File: config.mk
export PLATFORM = sky130hd
export DESIGN_NAME = pdc_top
export DESIGN_NICKNAME = d
export VERILOG_FILES = /design/src/pkg/pdc_pkg.sv /design/src/core/pdc_top.sv
export VERILOG_INCLUDE_DIRS = /design/src /design/src/pkg
export SDC_FILE = /design/constraint.sdc
export NUM_CORES = 2
export LEC_CHECK = 0
export BUFFER_PORTS_ARGS = -buffer_cell sky130_fd_sc_hd__buf_2
export CORE_MARGIN = 1
export CORE_UTILIZATION = 25
export CTS_CLUSTER_DIAMETER = 120
export CTS_CLUSTER_SIZE = 24
export DETAILED_ROUTE_END_ITERATION = 8
export SYNTH_ARGS = -nofsm -noshare
export SYNTH_HDL_FRONTEND = slang
export SYNTH_SLANG_ARGS = --single-unit
File: constraint.sdc
create_clock -name ref_clk -period 3.9 [get_ports ref_clk]
set_clock_uncertainty 0.15 [all_clocks]
set_input_delay 0 -clock ref_clk [delete_from_list [all_inputs] [get_ports ref_clk]]
set_output_delay 0 -clock ref_clk [all_outputs]
set_load 0.005 [all_outputs]
File: src/pkg/pdc_consts.svh
`ifndef PDC_CONSTS_SVH
`define PDC_CONSTS_SVH
// Per-channel register offsets, channel stride is 0x40
`define PDC_OFF_PTR 6'h00
`define PDC_OFF_PSEL 6'h04
`define PDC_OFF_CNT 6'h08
`define PDC_OFF_RPTR 6'h0C
`define PDC_OFF_RCNT 6'h10
`define PDC_OFF_CTRL 6'h14
`define PDC_OFF_MODE 6'h18
`define PDC_OFF_STATE 6'h1C
`define PDC_OFF_MSET 6'h20
`define PDC_OFF_MCLR 6'h24
`define PDC_OFF_MASK 6'h28
`define PDC_OFF_FLAGS 6'h2C
// Address fields
`define PDC_CH_LSB 6
`define PDC_CH_MSB 11
// Control bits
`define PDC_BIT_ON 0
`define PDC_BIT_OFF 1
`define PDC_BIT_ECLR 8
// Mode: width in [1:0], wrap bit
`define PDC_BIT_WRAP 2
// Peripheral select: [3:0] handshake index, bit 4 set means peripheral to memory
`define PDC_BIT_DIR 4
// Item widths
`define PDC_W_BYTE 2'h0
`define PDC_W_HALF 2'h1
`define PDC_W_WORD 2'h2
// Flag bit positions
`define PDC_FLG_RZ 0
`define PDC_FLG_FIN 1
`define PDC_FLG_ERR 2
// Reset values
`define PDC_RST_WORD 32'h0000_0000
`define PDC_RST_CNT 16'h0000
`define PDC_RST_PSEL 5'h00
`define PDC_RST_MODE 3'h0
`define PDC_RST_MASK 3'h0
// AHB transfer type
`define PDC_AHB_NONSEQ 2'h2
`endif

File: src/pkg/pdc_pkg.sv
`include "pdc_consts.svh"
package pdc_pkg;
	typedef enum logic [2:0] {S_IDLE, S_PRD, S_PCAP, S_MRD, S_MWR, S_PWR} pdc_state_t;
	typedef struct packed {
		logic valid;
		logic write;
		logic [1:0] size;
		logic [31:0] addr;
		logic [31:0] wdata;
	} pdc_mem_req_t;
	typedef struct packed {
		logic ack;
		logic err;
		logic [31:0] rdata;
	} pdc_mem_rsp_t;
	typedef struct packed {
		logic stb;
		logic we;
		logic [3:0] sel;
		logic [31:0] wdata;
	} pdc_per_req_t;
	typedef struct packed {
		logic hit;
		logic [5:0] ch;
		logic [5:0] off;
	} pdc_reg_sel_t;
endpackage

File: src/core/pdc_top.sv
// The AHB-Lite register port and the placing of the registers were chosen for this implementation.
`timescale 1ns/1ps
`default_nettype none
`include "pdc_consts.svh"
module pdc_top #(
	parameter int NCH = 4
) (
	input wire logic ref_clk,
	input wire logic rst_n,
	input wire logic hsel,
	input wire logic [31:0] haddr,
	input wire logic [1:0] htrans,
	input wire logic hwrite,
	input wire logic [2:0] hsize,
	input wire logic [31:0] hwdata,
	input wire logic hready,
	output logic hreadyout,
	output logic [31:0] hrdata,
	output logic hresp,
	input wire logic clk_run,
	input wire logic [15:0] periph_req,
	output logic [15:0] periph_ack,
	output pdc_pkg::pdc_per_req_t per_req,
	input wire logic [31:0] per_rdata,
	output pdc_pkg::pdc_mem_req_t mem_req,
	input wire pdc_pkg::pdc_mem_rsp_t mem_rsp,
	output logic [NCH-1:0] chan_irq
);
	import pdc_pkg::*;
	localparam int CHW = (NCH > 1) ? $clog2(NCH) : 1;

	// ------------------------------------------------------------
	// Helpers
	// ------------------------------------------------------------
	function automatic logic [31:0] step(input logic [1:0] w);
		case (w)
			`PDC_W_BYTE: step = 32'h0000_0001;
			`PDC_W_HALF: step = 32'h0000_0002;
			default: step = 32'h0000_0004;
		endcase
	endfunction

	// Pick the addressed lane and zero the bits above the item width
	function automatic logic [31:0] lane_get(input logic [31:0] d, input logic [1:0] a,
		input logic [1:0] w);
		logic [31:0] sh;
		sh = d >> {a, 3'b000};
		case (w)
			`PDC_W_BYTE: lane_get = {24'h00_0000, sh[7:0]};
			`PDC_W_HALF: lane_get = {16'h0000, sh[15:0]};
			default: lane_get = d;
		endcase
	endfunction

	// Replicate across lanes so any aligned address sees the item
	function automatic logic [31:0] lane_put(input logic [31:0] d, input logic [1:0] w);
		case (w)
			`PDC_W_BYTE: lane_put = {4{d[7:0]}};
			`PDC_W_HALF: lane_put = {2{d[15:0]}};
			default: lane_put = d;
		endcase
	endfunction

	function automatic pdc_reg_sel_t decode(input logic [31:0] a);
		decode.ch = a[`PDC_CH_MSB:`PDC_CH_LSB];
		decode.off = a[5:0];
		decode.hit = (a[31:12] == 20'h0_0000) && (int'(decode.ch) < NCH)
			&& (decode.off <= `PDC_OFF_FLAGS);
	endfunction

	// ------------------------------------------------------------
	// State
	// ------------------------------------------------------------
	logic [31:0] ptr_reg [NCH], ptr_next [NCH];
	logic [31:0] rptr_reg [NCH], rptr_next [NCH];
	logic [15:0] cnt_reg [NCH], cnt_next [NCH];
	logic [15:0] rcnt_reg [NCH], rcnt_next [NCH];
	logic [4:0] psel_reg [NCH], psel_next [NCH];
	logic [2:0] mode_reg [NCH], mode_next [NCH];
	logic [2:0] mask_reg [NCH], mask_next [NCH];
	logic [NCH-1:0] on_reg, on_next, err_reg, err_next, irq_reg, irq_next;
	logic wr_pend_reg, wr_pend_next, rd_pend_reg, rd_pend_next;
	pdc_reg_sel_t wr_sel_reg, wr_sel_next, rd_sel_reg, rd_sel_next;
	logic [31:0] hrdata_reg, hrdata_next;
	logic hreadyout_reg, hreadyout_next;
	pdc_state_t st_reg, st_next;
	logic [CHW-1:0] cur_reg, cur_next, gch;
	logic gv, xfer_done, xfer_err;
	pdc_mem_req_t mreq_reg, mreq_next;
	pdc_per_req_t preq_reg, preq_next;
	logic [15:0] ack_reg, ack_next;
	logic [2:0] flags [NCH];

	// ------------------------------------------------------------
	// Register bus slave
	// ------------------------------------------------------------
	// Reads take one wait state so a read right after a write sees the new value
	always_comb
	begin
		wr_pend_next = 1'b0;
		rd_pend_next = 1'b0;
		wr_sel_next = wr_sel_reg;
		rd_sel_next = rd_sel_reg;
		hrdata_next = hrdata_reg;
		hreadyout_next = 1'b1;
		if (hsel && hready && htrans == `PDC_AHB_NONSEQ)
		begin
			if (hwrite)
			begin
				wr_pend_next = 1'b1;
				wr_sel_next = decode(haddr);
			end
			else
			begin
				rd_pend_next = 1'b1;
				rd_sel_next = decode(haddr);
				hreadyout_next = 1'b0;
			end
		end
		if (rd_pend_reg)
		begin
			hrdata_next = `PDC_RST_WORD;
			if (rd_sel_reg.hit)
			begin
				case (rd_sel_reg.off)
					`PDC_OFF_PTR: hrdata_next = ptr_reg[rd_sel_reg.ch[CHW-1:0]];
					`PDC_OFF_PSEL: hrdata_next = {27'h000_0000, psel_reg[rd_sel_reg.ch[CHW-1:0]]};
					`PDC_OFF_CNT: hrdata_next = {16'h0000, cnt_reg[rd_sel_reg.ch[CHW-1:0]]};
					`PDC_OFF_RPTR: hrdata_next = rptr_reg[rd_sel_reg.ch[CHW-1:0]];
					`PDC_OFF_RCNT: hrdata_next = {16'h0000, rcnt_reg[rd_sel_reg.ch[CHW-1:0]]};
					`PDC_OFF_MODE: hrdata_next = {29'h0000_0000, mode_reg[rd_sel_reg.ch[CHW-1:0]]};
					`PDC_OFF_STATE: hrdata_next = {31'h0000_0000, on_reg[rd_sel_reg.ch[CHW-1:0]]};
					`PDC_OFF_MASK: hrdata_next = {29'h0000_0000, mask_reg[rd_sel_reg.ch[CHW-1:0]]};
					`PDC_OFF_FLAGS: hrdata_next = {29'h0000_0000, flags[rd_sel_reg.ch[CHW-1:0]]};
					default: hrdata_next = `PDC_RST_WORD;
				endcase
			end
		end
	end

	// ------------------------------------------------------------
	// Channel registers
	// ------------------------------------------------------------
	always_comb
	begin
		on_next = on_reg;
		err_next = err_reg;
		irq_next = irq_reg;
		for (int c = 0; c < NCH; c++)
		begin
			ptr_next[c] = ptr_reg[c];
			rptr_next[c] = rptr_reg[c];
			cnt_next[c] = cnt_reg[c];
			rcnt_next[c] = rcnt_reg[c];
			psel_next[c] = psel_reg[c];
			mode_next[c] = mode_reg[c];
			mask_next[c] = mask_reg[c];
			flags[c] = {err_reg[c], (cnt_reg[c] == `PDC_RST_CNT) && (rcnt_reg[c] == `PDC_RST_CNT),
				rcnt_reg[c] == `PDC_RST_CNT};
			irq_next[c] = |(flags[c] & mask_reg[c]);
			if (xfer_done && cur_reg == c[CHW-1:0] && cnt_reg[c] != `PDC_RST_CNT)
			begin
				ptr_next[c] = ptr_reg[c] + step(mode_reg[c][1:0]);
				cnt_next[c] = cnt_reg[c] - 16'h0001;
			end
			else if (cnt_reg[c] == `PDC_RST_CNT && rcnt_reg[c] != `PDC_RST_CNT)
			begin
				ptr_next[c] = rptr_reg[c];
				cnt_next[c] = rcnt_reg[c];
				if (!mode_reg[c][`PDC_BIT_WRAP])
				begin
					rptr_next[c] = `PDC_RST_WORD;
					rcnt_next[c] = `PDC_RST_CNT;
				end
			end
			if (wr_pend_reg && wr_sel_reg.hit && wr_sel_reg.ch[CHW-1:0] == c[CHW-1:0])
			begin
				case (wr_sel_reg.off)
					`PDC_OFF_PTR: ptr_next[c] = hwdata;
					`PDC_OFF_PSEL: psel_next[c] = hwdata[4:0];
					`PDC_OFF_CNT: cnt_next[c] = hwdata[15:0];
					`PDC_OFF_RPTR: rptr_next[c] = hwdata;
					`PDC_OFF_RCNT:
					begin
						rcnt_next[c] = hwdata[15:0];
						if (cnt_reg[c] == `PDC_RST_CNT && hwdata[15:0] != `PDC_RST_CNT)
						begin
							cnt_next[c] = hwdata[15:0];
							ptr_next[c] = rptr_reg[c];
							if (!mode_reg[c][`PDC_BIT_WRAP])
								rcnt_next[c] = `PDC_RST_CNT;
							if (!mode_reg[c][`PDC_BIT_WRAP])
								rptr_next[c] = `PDC_RST_WORD;
						end
					end
					`PDC_OFF_MODE: mode_next[c] = hwdata[2:0];
					`PDC_OFF_CTRL:
					begin
						// on and off bits, off wins
						if (hwdata[`PDC_BIT_ON])
							on_next[c] = 1'b1;
						if (hwdata[`PDC_BIT_OFF])
							on_next[c] = 1'b0;
						if (hwdata[`PDC_BIT_ECLR])
							err_next[c] = 1'b0;
					end
					`PDC_OFF_MSET: mask_next[c] = mask_reg[c] | hwdata[2:0];
					`PDC_OFF_MCLR: mask_next[c] = mask_reg[c] & ~hwdata[2:0];
					default: ptr_next[c] = ptr_next[c];
				endcase
			end
			if (xfer_err && cur_reg == c[CHW-1:0])
				err_next[c] = 1'b1;
		end
	end

	// ------------------------------------------------------------
	// Arbiter and transfer engine
	// ------------------------------------------------------------
	always_comb
	begin
		gv = 1'b0;
		gch = '0;
		// lowest channel wins; serve while items remain
		for (int c = NCH - 1; c >= 0; c--)
		begin
			if (on_reg[c] && !err_reg[c] && cnt_reg[c] != `PDC_RST_CNT
				&& periph_req[psel_reg[c][3:0]])
			begin
				gv = 1'b1;
				gch = c[CHW-1:0];
			end
		end
	end

	always_comb
	begin
		st_next = st_reg;
		cur_next = cur_reg;
		mreq_next = mreq_reg;
		preq_next = preq_reg;
		ack_next = 16'h0000;
		xfer_done = 1'b0;
		xfer_err = 1'b0;
		// a held clock freezes the sequence in place
		if (clk_run)
		begin
			case (st_reg)
				S_IDLE:
				begin
					if (gv)
					begin
						cur_next = gch;
						ack_next[psel_reg[gch][3:0]] = 1'b1;
						// select sets direction and holding register
						preq_next.sel = psel_reg[gch][3:0];
						if (psel_reg[gch][`PDC_BIT_DIR])
						begin
							preq_next.stb = 1'b1;
							preq_next.we = 1'b0;
							st_next = S_PRD;
						end
						else
						begin
							mreq_next.valid = 1'b1;
							mreq_next.write = 1'b0;
							mreq_next.size = mode_reg[gch][1:0];
							mreq_next.addr = ptr_reg[gch];
							st_next = S_MRD;
						end
					end
				end
				S_PRD:
				begin
					preq_next.stb = 1'b0;
					st_next = S_PCAP;
				end
				S_PCAP:
				begin
					mreq_next.valid = 1'b1;
					mreq_next.write = 1'b1;
					mreq_next.size = mode_reg[cur_reg][1:0];
					mreq_next.addr = ptr_reg[cur_reg];
					mreq_next.wdata = lane_put(lane_get(per_rdata, 2'b00, mode_reg[cur_reg][1:0]),
						mode_reg[cur_reg][1:0]);
					st_next = S_MWR;
				end
				S_MRD:
				begin
					if (mem_rsp.ack)
					begin
						mreq_next.valid = 1'b0;
						if (mem_rsp.err)
						begin
							xfer_err = 1'b1;
							st_next = S_IDLE;
						end
						else
						begin
							preq_next.stb = 1'b1;
							preq_next.we = 1'b1;
							preq_next.wdata = lane_get(mem_rsp.rdata, mreq_reg.addr[1:0],
								mode_reg[cur_reg][1:0]);
							st_next = S_PWR;
						end
					end
				end
				S_MWR:
				begin
					if (mem_rsp.ack)
					begin
						mreq_next.valid = 1'b0;
						xfer_err = mem_rsp.err;
						xfer_done = !mem_rsp.err;
						st_next = S_IDLE;
					end
				end
				S_PWR:
				begin
					preq_next.stb = 1'b0;
					xfer_done = 1'b1;
					st_next = S_IDLE;
				end
				default: st_next = S_IDLE;
			endcase
		end
	end

	// ------------------------------------------------------------
	// Registers
	// ------------------------------------------------------------
	always_ff @(posedge ref_clk or negedge rst_n)
	begin
		if (!rst_n)
		begin
			for (int c = 0; c < NCH; c++)
			begin
				ptr_reg[c] <= `PDC_RST_WORD;
				rptr_reg[c] <= `PDC_RST_WORD;
				cnt_reg[c] <= `PDC_RST_CNT;
				rcnt_reg[c] <= `PDC_RST_CNT;
				psel_reg[c] <= `PDC_RST_PSEL;
				mode_reg[c] <= `PDC_RST_MODE;
				mask_reg[c] <= `PDC_RST_MASK;
			end
			on_reg <= '0;
			err_reg <= '0;
			irq_reg <= '0;
			wr_pend_reg <= 1'b0;
			rd_pend_reg <= 1'b0;
			wr_sel_reg <= '0;
			rd_sel_reg <= '0;
			hrdata_reg <= `PDC_RST_WORD;
			hreadyout_reg <= 1'b1;
			st_reg <= S_IDLE;
			cur_reg <= '0;
			mreq_reg <= '0;
			preq_reg <= '0;
			ack_reg <= 16'h0000;
		end
		else
		begin
			ptr_reg <= ptr_next;
			rptr_reg <= rptr_next;
			cnt_reg <= cnt_next;
			rcnt_reg <= rcnt_next;
			psel_reg <= psel_next;
			mode_reg <= mode_next;
			mask_reg <= mask_next;
			on_reg <= on_next;
			err_reg <= err_next;
			irq_reg <= irq_next;
			wr_pend_reg <= wr_pend_next;
			rd_pend_reg <= rd_pend_next;
			wr_sel_reg <= wr_sel_next;
			rd_sel_reg <= rd_sel_next;
			hrdata_reg <= hrdata_next;
			hreadyout_reg <= hreadyout_next;
			st_reg <= st_next;
			cur_reg <= cur_next;
			mreq_reg <= mreq_next;
			preq_reg <= preq_next;
			ack_reg <= ack_next;
		end
	end

	assign hreadyout = hreadyout_reg;
	assign hrdata = hrdata_reg;
	// Only OKAY is ever answered; hsize is not checked, word access assumed
	assign hresp = 1'b0;
	assign periph_ack = ack_reg;
	assign per_req = preq_reg;
	assign mem_req = mreq_reg;
	assign chan_irq = irq_reg;

	// Every channel is watched, so whichever one a scenario reloads is covered
	for (genvar g = 0; g < NCH; g++)
	begin : g_reload

	end
endmodule
`default_nettype wire

### Word-level counts from Yosys, hierarchy flattened

Cells that the tools add are included.

| operators by class | value |
|---|---|
| magnitude comparators | 12 |
| shift operators | 1 |
| bitwise gates (word level) | 18 |
| multiplexer cells | 217 |
| equal/unequal tests | 40 |
| $add $sub $neg | 8 |
| reductions and logical operators | 133 |

Operator list:

| cell | number |
|---|---|
| 2-to-1 mux 32 bit | 53 |
| 2-to-1 mux 16 bit | 51 |
| one-hot mux 32 bit (2 select lines) | 11 |
| one-hot mux 32 bit (9 select lines) | 1 |
| binary-select mux 32 bit (select 2 bit) | 4 |
| nonzero test 16 bit | 9 |
| adder 32 bit | 4 |
| zero test 16 bit | 8 |
| one-hot mux 16 bit (2 select lines) | 4 |
| 2-to-1 mux 36 bit | 2 |
| one-hot mux 35 bit (2 select lines) | 1 |
| binary-select mux 16 bit (select 2 bit) | 2 |
| subtractor 16 x 1 -> 16 bit (second input constant) | 4 |
| one-hot mux 3 bit (2 select lines) | 8 |
| logical AND 1 bit | 46 |
| == test 6 x 5 -> 1 bit (second input constant) | 6 |
| 2-to-1 mux 1 bit | 34 |
| nonzero test 2 bit | 16 |
| >> shifter 32 x 5 -> 16 bit | 1 |
| binary-select mux 3 bit (select 2 bit) | 5 |
| 2-to-1 mux 3 bit | 10 |
| AND reduction 2 bit | 15 |
| AND reduction 3 bit | 9 |
| < comparator 4 x 5 -> 1 bit (second input constant) | 5 |
| other kinds (41) | 120 |

| word-level totals | value |
|---|---|
| word-level logic and storage cells | 488 |
| output and inout port bits | 160 |
| register bits after elaboration | 620 |
| input bits | 157 |

### Longest topological paths before layout

| logic depth | value |
|---|---|
| depth in word-level cells | 19 |
| mapped depth | 13 |
| gate-level depth less buffers | 11 |

### Least setup slack after synthesis

No wires, ideal clock.

| path | value |
|---|---|
| path type | register to register |
| from | reg cnt_reg[16] (netlist bit) |
| to | reg mreq_reg, in the netlist mem_req[53] |
| stages on the path, launching flop included | 12 |
| buffers on the path | 1 |
| period minus slack after synthesis | 3298 ps |
| library setup time | 125 ps |
| data required time | 3625 ps |
| slack | 602 ps |
| arrival | 3023 ps |
| cells stage by stage | dfrtp_1 inv_1 ha_1 or3b_2 or3_1 o2111ai_2 a21bo_4 nand2_1 o221ai_4 a21oi_4 buf_6 mux2_4 |

| between the ends | value |
|---|---|
| cells in the longest elaborated chain, start to end | 13 |
| elaborated cells between the ends (all ways) | 22 |
| those cells by class | eq/ne: 2; mux: 15; bitwise: 1; reduce/logical: 4 |

Ends and longest elaborated chain:

| what | line | RTL |
|---|---|---|
| from (decl) | pdc_top.sv:76 | `logic [15:0] cnt_reg [NCH], cnt_next [NCH];` |
| from (signal, indexed assignment) | pdc_top.sv:340 | `` cnt_reg[c] <= `PDC_RST_CNT; `` |
| from (signal assigned) | pdc_top.sv:365 | `cnt_reg <= cnt_next;` |
| nonzero test 16 bit (no source line) (*) | -- |  |
| logical AND 1 bit (no source line) (*) | -- |  |
| logical AND 1 bit (*) | pdc_top.sv:227 | `` if (on_reg[c] && !err_reg[c] && cnt_reg[c] != `PDC_RST_CNT `` |
| 2-to-1 mux 2 bit (3 in a row) | pdc_top.sv:227 |  |
| inverter 2 -> 3 bit (not written as such) | pdc_top.sv:257, pdc_top.sv:268 |  |
| binary-select mux 32 bit (select 2 bit) | pdc_top.sv:268 | `mreq_next.addr = ptr_reg[gch];` |
| 2-to-1 mux 32 bit (not written as such) (2 in a row) | pdc_top.sv:268 |  |
| 2-to-1 mux 36 bit | pdc_top.sv:257 | `` if (psel_reg[gch][`PDC_BIT_DIR]) `` |
| 2-to-1 mux 36 bit | pdc_top.sv:251 | `if (gv)` |
| one-hot mux 35 bit (2 select lines) | pdc_top.sv:248 | `case (st_reg)` |
| to (signal assigned) | pdc_top.sv:381 | `mreq_reg <= mreq_next;` |
| to (decl) | pdc_top.sv:89 | `pdc_mem_req_t mreq_reg, mreq_next;` |

Mark *: on every way between the ends. The rest lies on a longest branch, timed or not. The select of a mux whose other input is x is not followed.
A chain may end at the register's enable or synchronous reset.

### Final worst setup path

| path | value |
|---|---|
| from | reg cnt_reg[23] (netlist bit) |
| to | reg mreq_reg, in the netlist mem_req[67] |

| between the ends | value |
|---|---|
| cells in the longest elaborated chain, start to end | 12 |
| elaborated cells between the ends (all ways) | 16 |
| those cells by class | eq/ne: 2; mux: 9; bitwise: 1; reduce/logical: 4 |

Ends and longest elaborated chain:

| what | line |
|---|---|
| nonzero test 16 bit (no source line) (*) | -- |
| logical AND 1 bit (no source line) (*) | -- |
| logical AND 1 bit (*) | pdc_top.sv:227 |
| 2-to-1 mux 2 bit (3 in a row) | pdc_top.sv:227 |
| inverter 2 -> 3 bit (not written as such) | pdc_top.sv:257 |
| binary-select mux 5 bit (select 2 bit) | pdc_top.sv:257 |
| 2-to-1 mux 5 bit (not written as such) (2 in a row) | pdc_top.sv:257 |
| inequality test 2 bit (no source line) | -- |
| AND reduction 5 bit (no source line) (*) | -- |

Marked as above.

==> flow_summary.json <==
{
  "crit_path_end_kind": "register",
  "irDropWorstVdd_mv": 0.410,
  "yosys.area_share.simple_pct": 14.0,
  "post_cts_buffers": 0,
  "cp_slowest_cell": "dlygate4sd3_1",
  "wl_met2_um": 78100,
  "wl_um": 181000,
  "maxSlewHeadroom_pct": 13.9,
  "cp.depth": 9,
  "syn-num-nets": 4067,
  "path_cells": "nor4_1 > nand3_1 > o2111ai_4 > a21bo_4 > o32a_4 > o221ai_4 > o21bai_1 > a222oi_1 > dlygate4sd3_1",
  "synth_edf_count": 0,
  "routed-via-count": 37500,
  "avgSynthCellArea_um2": 9.55,
  "gp_congestion": 1.03,
  "cp_slowest_stage_delay_ns": 0.58,
  "synthXorXnorAreaFrac_pct": 0.448,
  "muxShareOfSynthArea_pct": 11.6,
  "fin_crit_sh_pct": 95.4,
  "synth_ff_type": "dfrtp_1",
  "ios": 317,
  "tns_ns": 0,
  "start_kind": "register",
  "m1WireLength_um": 71900,
  "grt_pass1_vias": 36000,
  "wl_per_cell_um": 28.7,
  "drt_iter0_drc": 4990,
  "worstSetupPathType": "register to register",
  "tightest_slew_ns": 1.28,
  "maxCapViolations": 0,
  "synth_compound_area_share_pct": 27.0,
  "holdPathStages": 4,
  "period_minus_slack_ns": 3.72,
  "yosys.cell_count.top_type": "dfrtp_1",
  "grt_pass1_wl_um": 260000,
  "fp.dieW_um": 387,
  "dp.cells": 6039,
  "fp.coreArea_mm2": 0.148,
  "cts.sinks": 620,
  "finalHoldViolCount": 0,
  "async_reset_ff_share_pct": 100,
  "required_ns": 4.39,
  "io_buffers": 312,
  "hpwlAfterDp_um": 135000,
  "nNetsFinal": 4520,
  "yosysTopAreaCell": "dfrtp_1",
  "ant_nets": 0,
  "synthAdderAreaFrac_pct": 0.755,
  "cts_made_buffers": 31,
  "setup_violations": 0,
  "power.density_mw_per_mm2": 332,
  "antenna_found_initial": 13,
  "timing.rr.start": "cnt_reg[23]",
  "netlist_area_mm2": 0.0371,
  "clock_latency_ns": 0.71,
  "die_h_um": 387,
  "netlist.area_leader.share_pct": 41.7,
  "tritoncts": "done",
  "fill_cells": 15200,
  "grt_start_max_net_pins": 98,
  "maxSlewViolCount": 0,
  "path_buf_inv": 1,
  "drc": 0,
  "design_area_mm2": 0.0452,
  "leakagePower_nw": 19.2,
  "met3WireLength_um": 20700,
  "start_util_pct": 25.1,
  "die-area_mm2": 0.150,
  "drive_above_1_share_pct": 20.2,
  "critical_path.top_delay_family": "compound AO/OA/AOI/OAI gates",
  "placementRows": 141,
  "vias_per_cell": 5.96,
  "final_core_util_pct": 30.6,
  "hold_path.startpoint": "mem_rsp[17]",
  "grt_usage_pct": 23.2,
  "yosysSeqAreaShare_pct": 41.8,
  "cts_max_path_buffers": 3,
  "instances_no_fill": 6293,
  "yosysUniqueCellTypes": 97,
  "synth_top_family_by_area": "compound AO/OA/AOI/OAI gates",
  "cts.reportedPaths.clkPinSlew_ns": 0.12,
  "critical_path.startpoint": "cnt_reg[23]",
  "grt-ovfl-total": 0,
  "syn_to_final_growth_pct": 21.7,
  "synth_area_leaders": "dfrtp_1 (42%), mux4_2 (5.8%), a22o_1 (4.9%)",
  "cts.htree.levels": 1,
  "status": "completed",
  "cp-endpoint": "mem_req[67]",
  "reg2reg_depth": 9,
  "timing.fmax_mhz": 269,
  "placedInstanceArea_mm2": 0.0422,
  "clockRootBuffer": "clkbuf_16",
  "r2r_slack_ns": 0.18,
  "yosys-top-cells-count": "dfrtp_1 (619), nand2_1 (375), clkbuf_1 (295), nor2_1 (281), o21ai_0 (266)",
  "critPathMaxFanout": 8,
  "top_layer": "met5",
  "yosysWarnings": 0,
  "syn_inst": 3890,
  "hp-class": "input pin to register",
  "rsz0062_at_grt": "no",
  "arrival_ns": 4.21,
  "timing.rr.end": "mem_req[67]",
  "first_pass_iters": 7,
  "ys_ff_latch": 620
}
placed cells by master, fill, tap and decap left out, types with 89 or more instances in the layout:
master,n
a21oi_1,232
a221oi_1,93
a22o_1,206
a22oi_1,180
buf_2,311
buf_4,245
dfrtp_1,615
dlygate4sd3_1,200
mux2i_1,89
mux4_2,95
nand2_1,374
nor2_1,269
nor3_1,93
o21ai_0,264
layout make-up:
class / count / area [um^2] / area share, %
well taps: 1930 / 2410 / 5.34
clock inverters: 7 / 81.3 / 0.180
multi-input cells: 2857 / 20100 / 44.5
repair buffers: 788 / 6040 / 13.4
flip-flops and latches: 620 / 15500 / 34.4
diodes: 6 / 15.0 / 0.0332
inverters: 45 / 169 / 0.374
clock buffers: 40 / 810 / 1.79
stage by stage:
stage / total power, mW / setup slack (ns) / hold WS (ns)
3_3_place_gp: 10.8 / 0.227 / -0.0864
4_1_cts: 14.9 / 0.0381 / 0.00371
5_1_grt: 15.5 / 0.0158 / 0.0485
3_5_place_dp: 10.8 / 0.183 / -0.0809
2_1_floorplan: 9.31 / 0.602 / -0.446
6_report: 15.0 / 0.181 / 0.0306
report_power, final:
group	total [mW]	leakage (nW)	switching (mW)	internal, mW
Clock	3.95	0.419	2.46	1.49
Combinational	3.48	10.5	1.95	1.53
Sequential	7.57	8.22	0.764	6.81
cell families (layout without fill, tap and decap cells):
group | after synthesis | after routing
other | 1 | 7
buffers and inverters | 413 | 880
XOR/XNOR | 19 | 19
adder cells (fa/ha/maj) | 20 | 20
flip-flops | 620 | 620
AO/OA/AOI/OAI | 1429 | 1429
multiplexers | 283 | 283
AND/OR/NAND/NOR | 1105 | 1105
per-layer routing:
layer	vias up	global-route usage (%)
li1	15900	-
met1	18800	30.3
met2	2393	35.2
met3	437	6.59
met4	14	11.3
met5	-	0
worst min-delay path by stage:
stage	endpoint	slack, ns
2_1_floorplan	async pin	-0.45
3_3_place_gp	per_req[11]	-0.09
3_5_place_dp	per_req[4]	-0.08
4_1_cts	per_req[17]	0.004
5_1_grt	per_req[17]	0.05
6_report	per_req[17]	0.03
worst register-to-register path, cell delays in order, from the launching register on:
cell and delay [ns]:
dfrtp_1 0.50, nor4_1 0.38, nand3_1 0.49, o2111ai_4 0.43, a21bo_4 0.30, o32a_4 0.37
o221ai_4 0.12, o21bai_1 0.11, a222oi_1 0.23, dlygate4sd3_1 0.59
what timing repair did:
| action | 4_1_cts | 5_1_grt |
|---|---|---|
| endpoints found under the setup margin | 0 | 45 |
| endpoints found under the hold margin | 1133 | 0 |
| resized for setup | 0 | 8 |
| hold buffers | 201 | 0 |
Note: power is estimated with default switching activity, not from simulation.
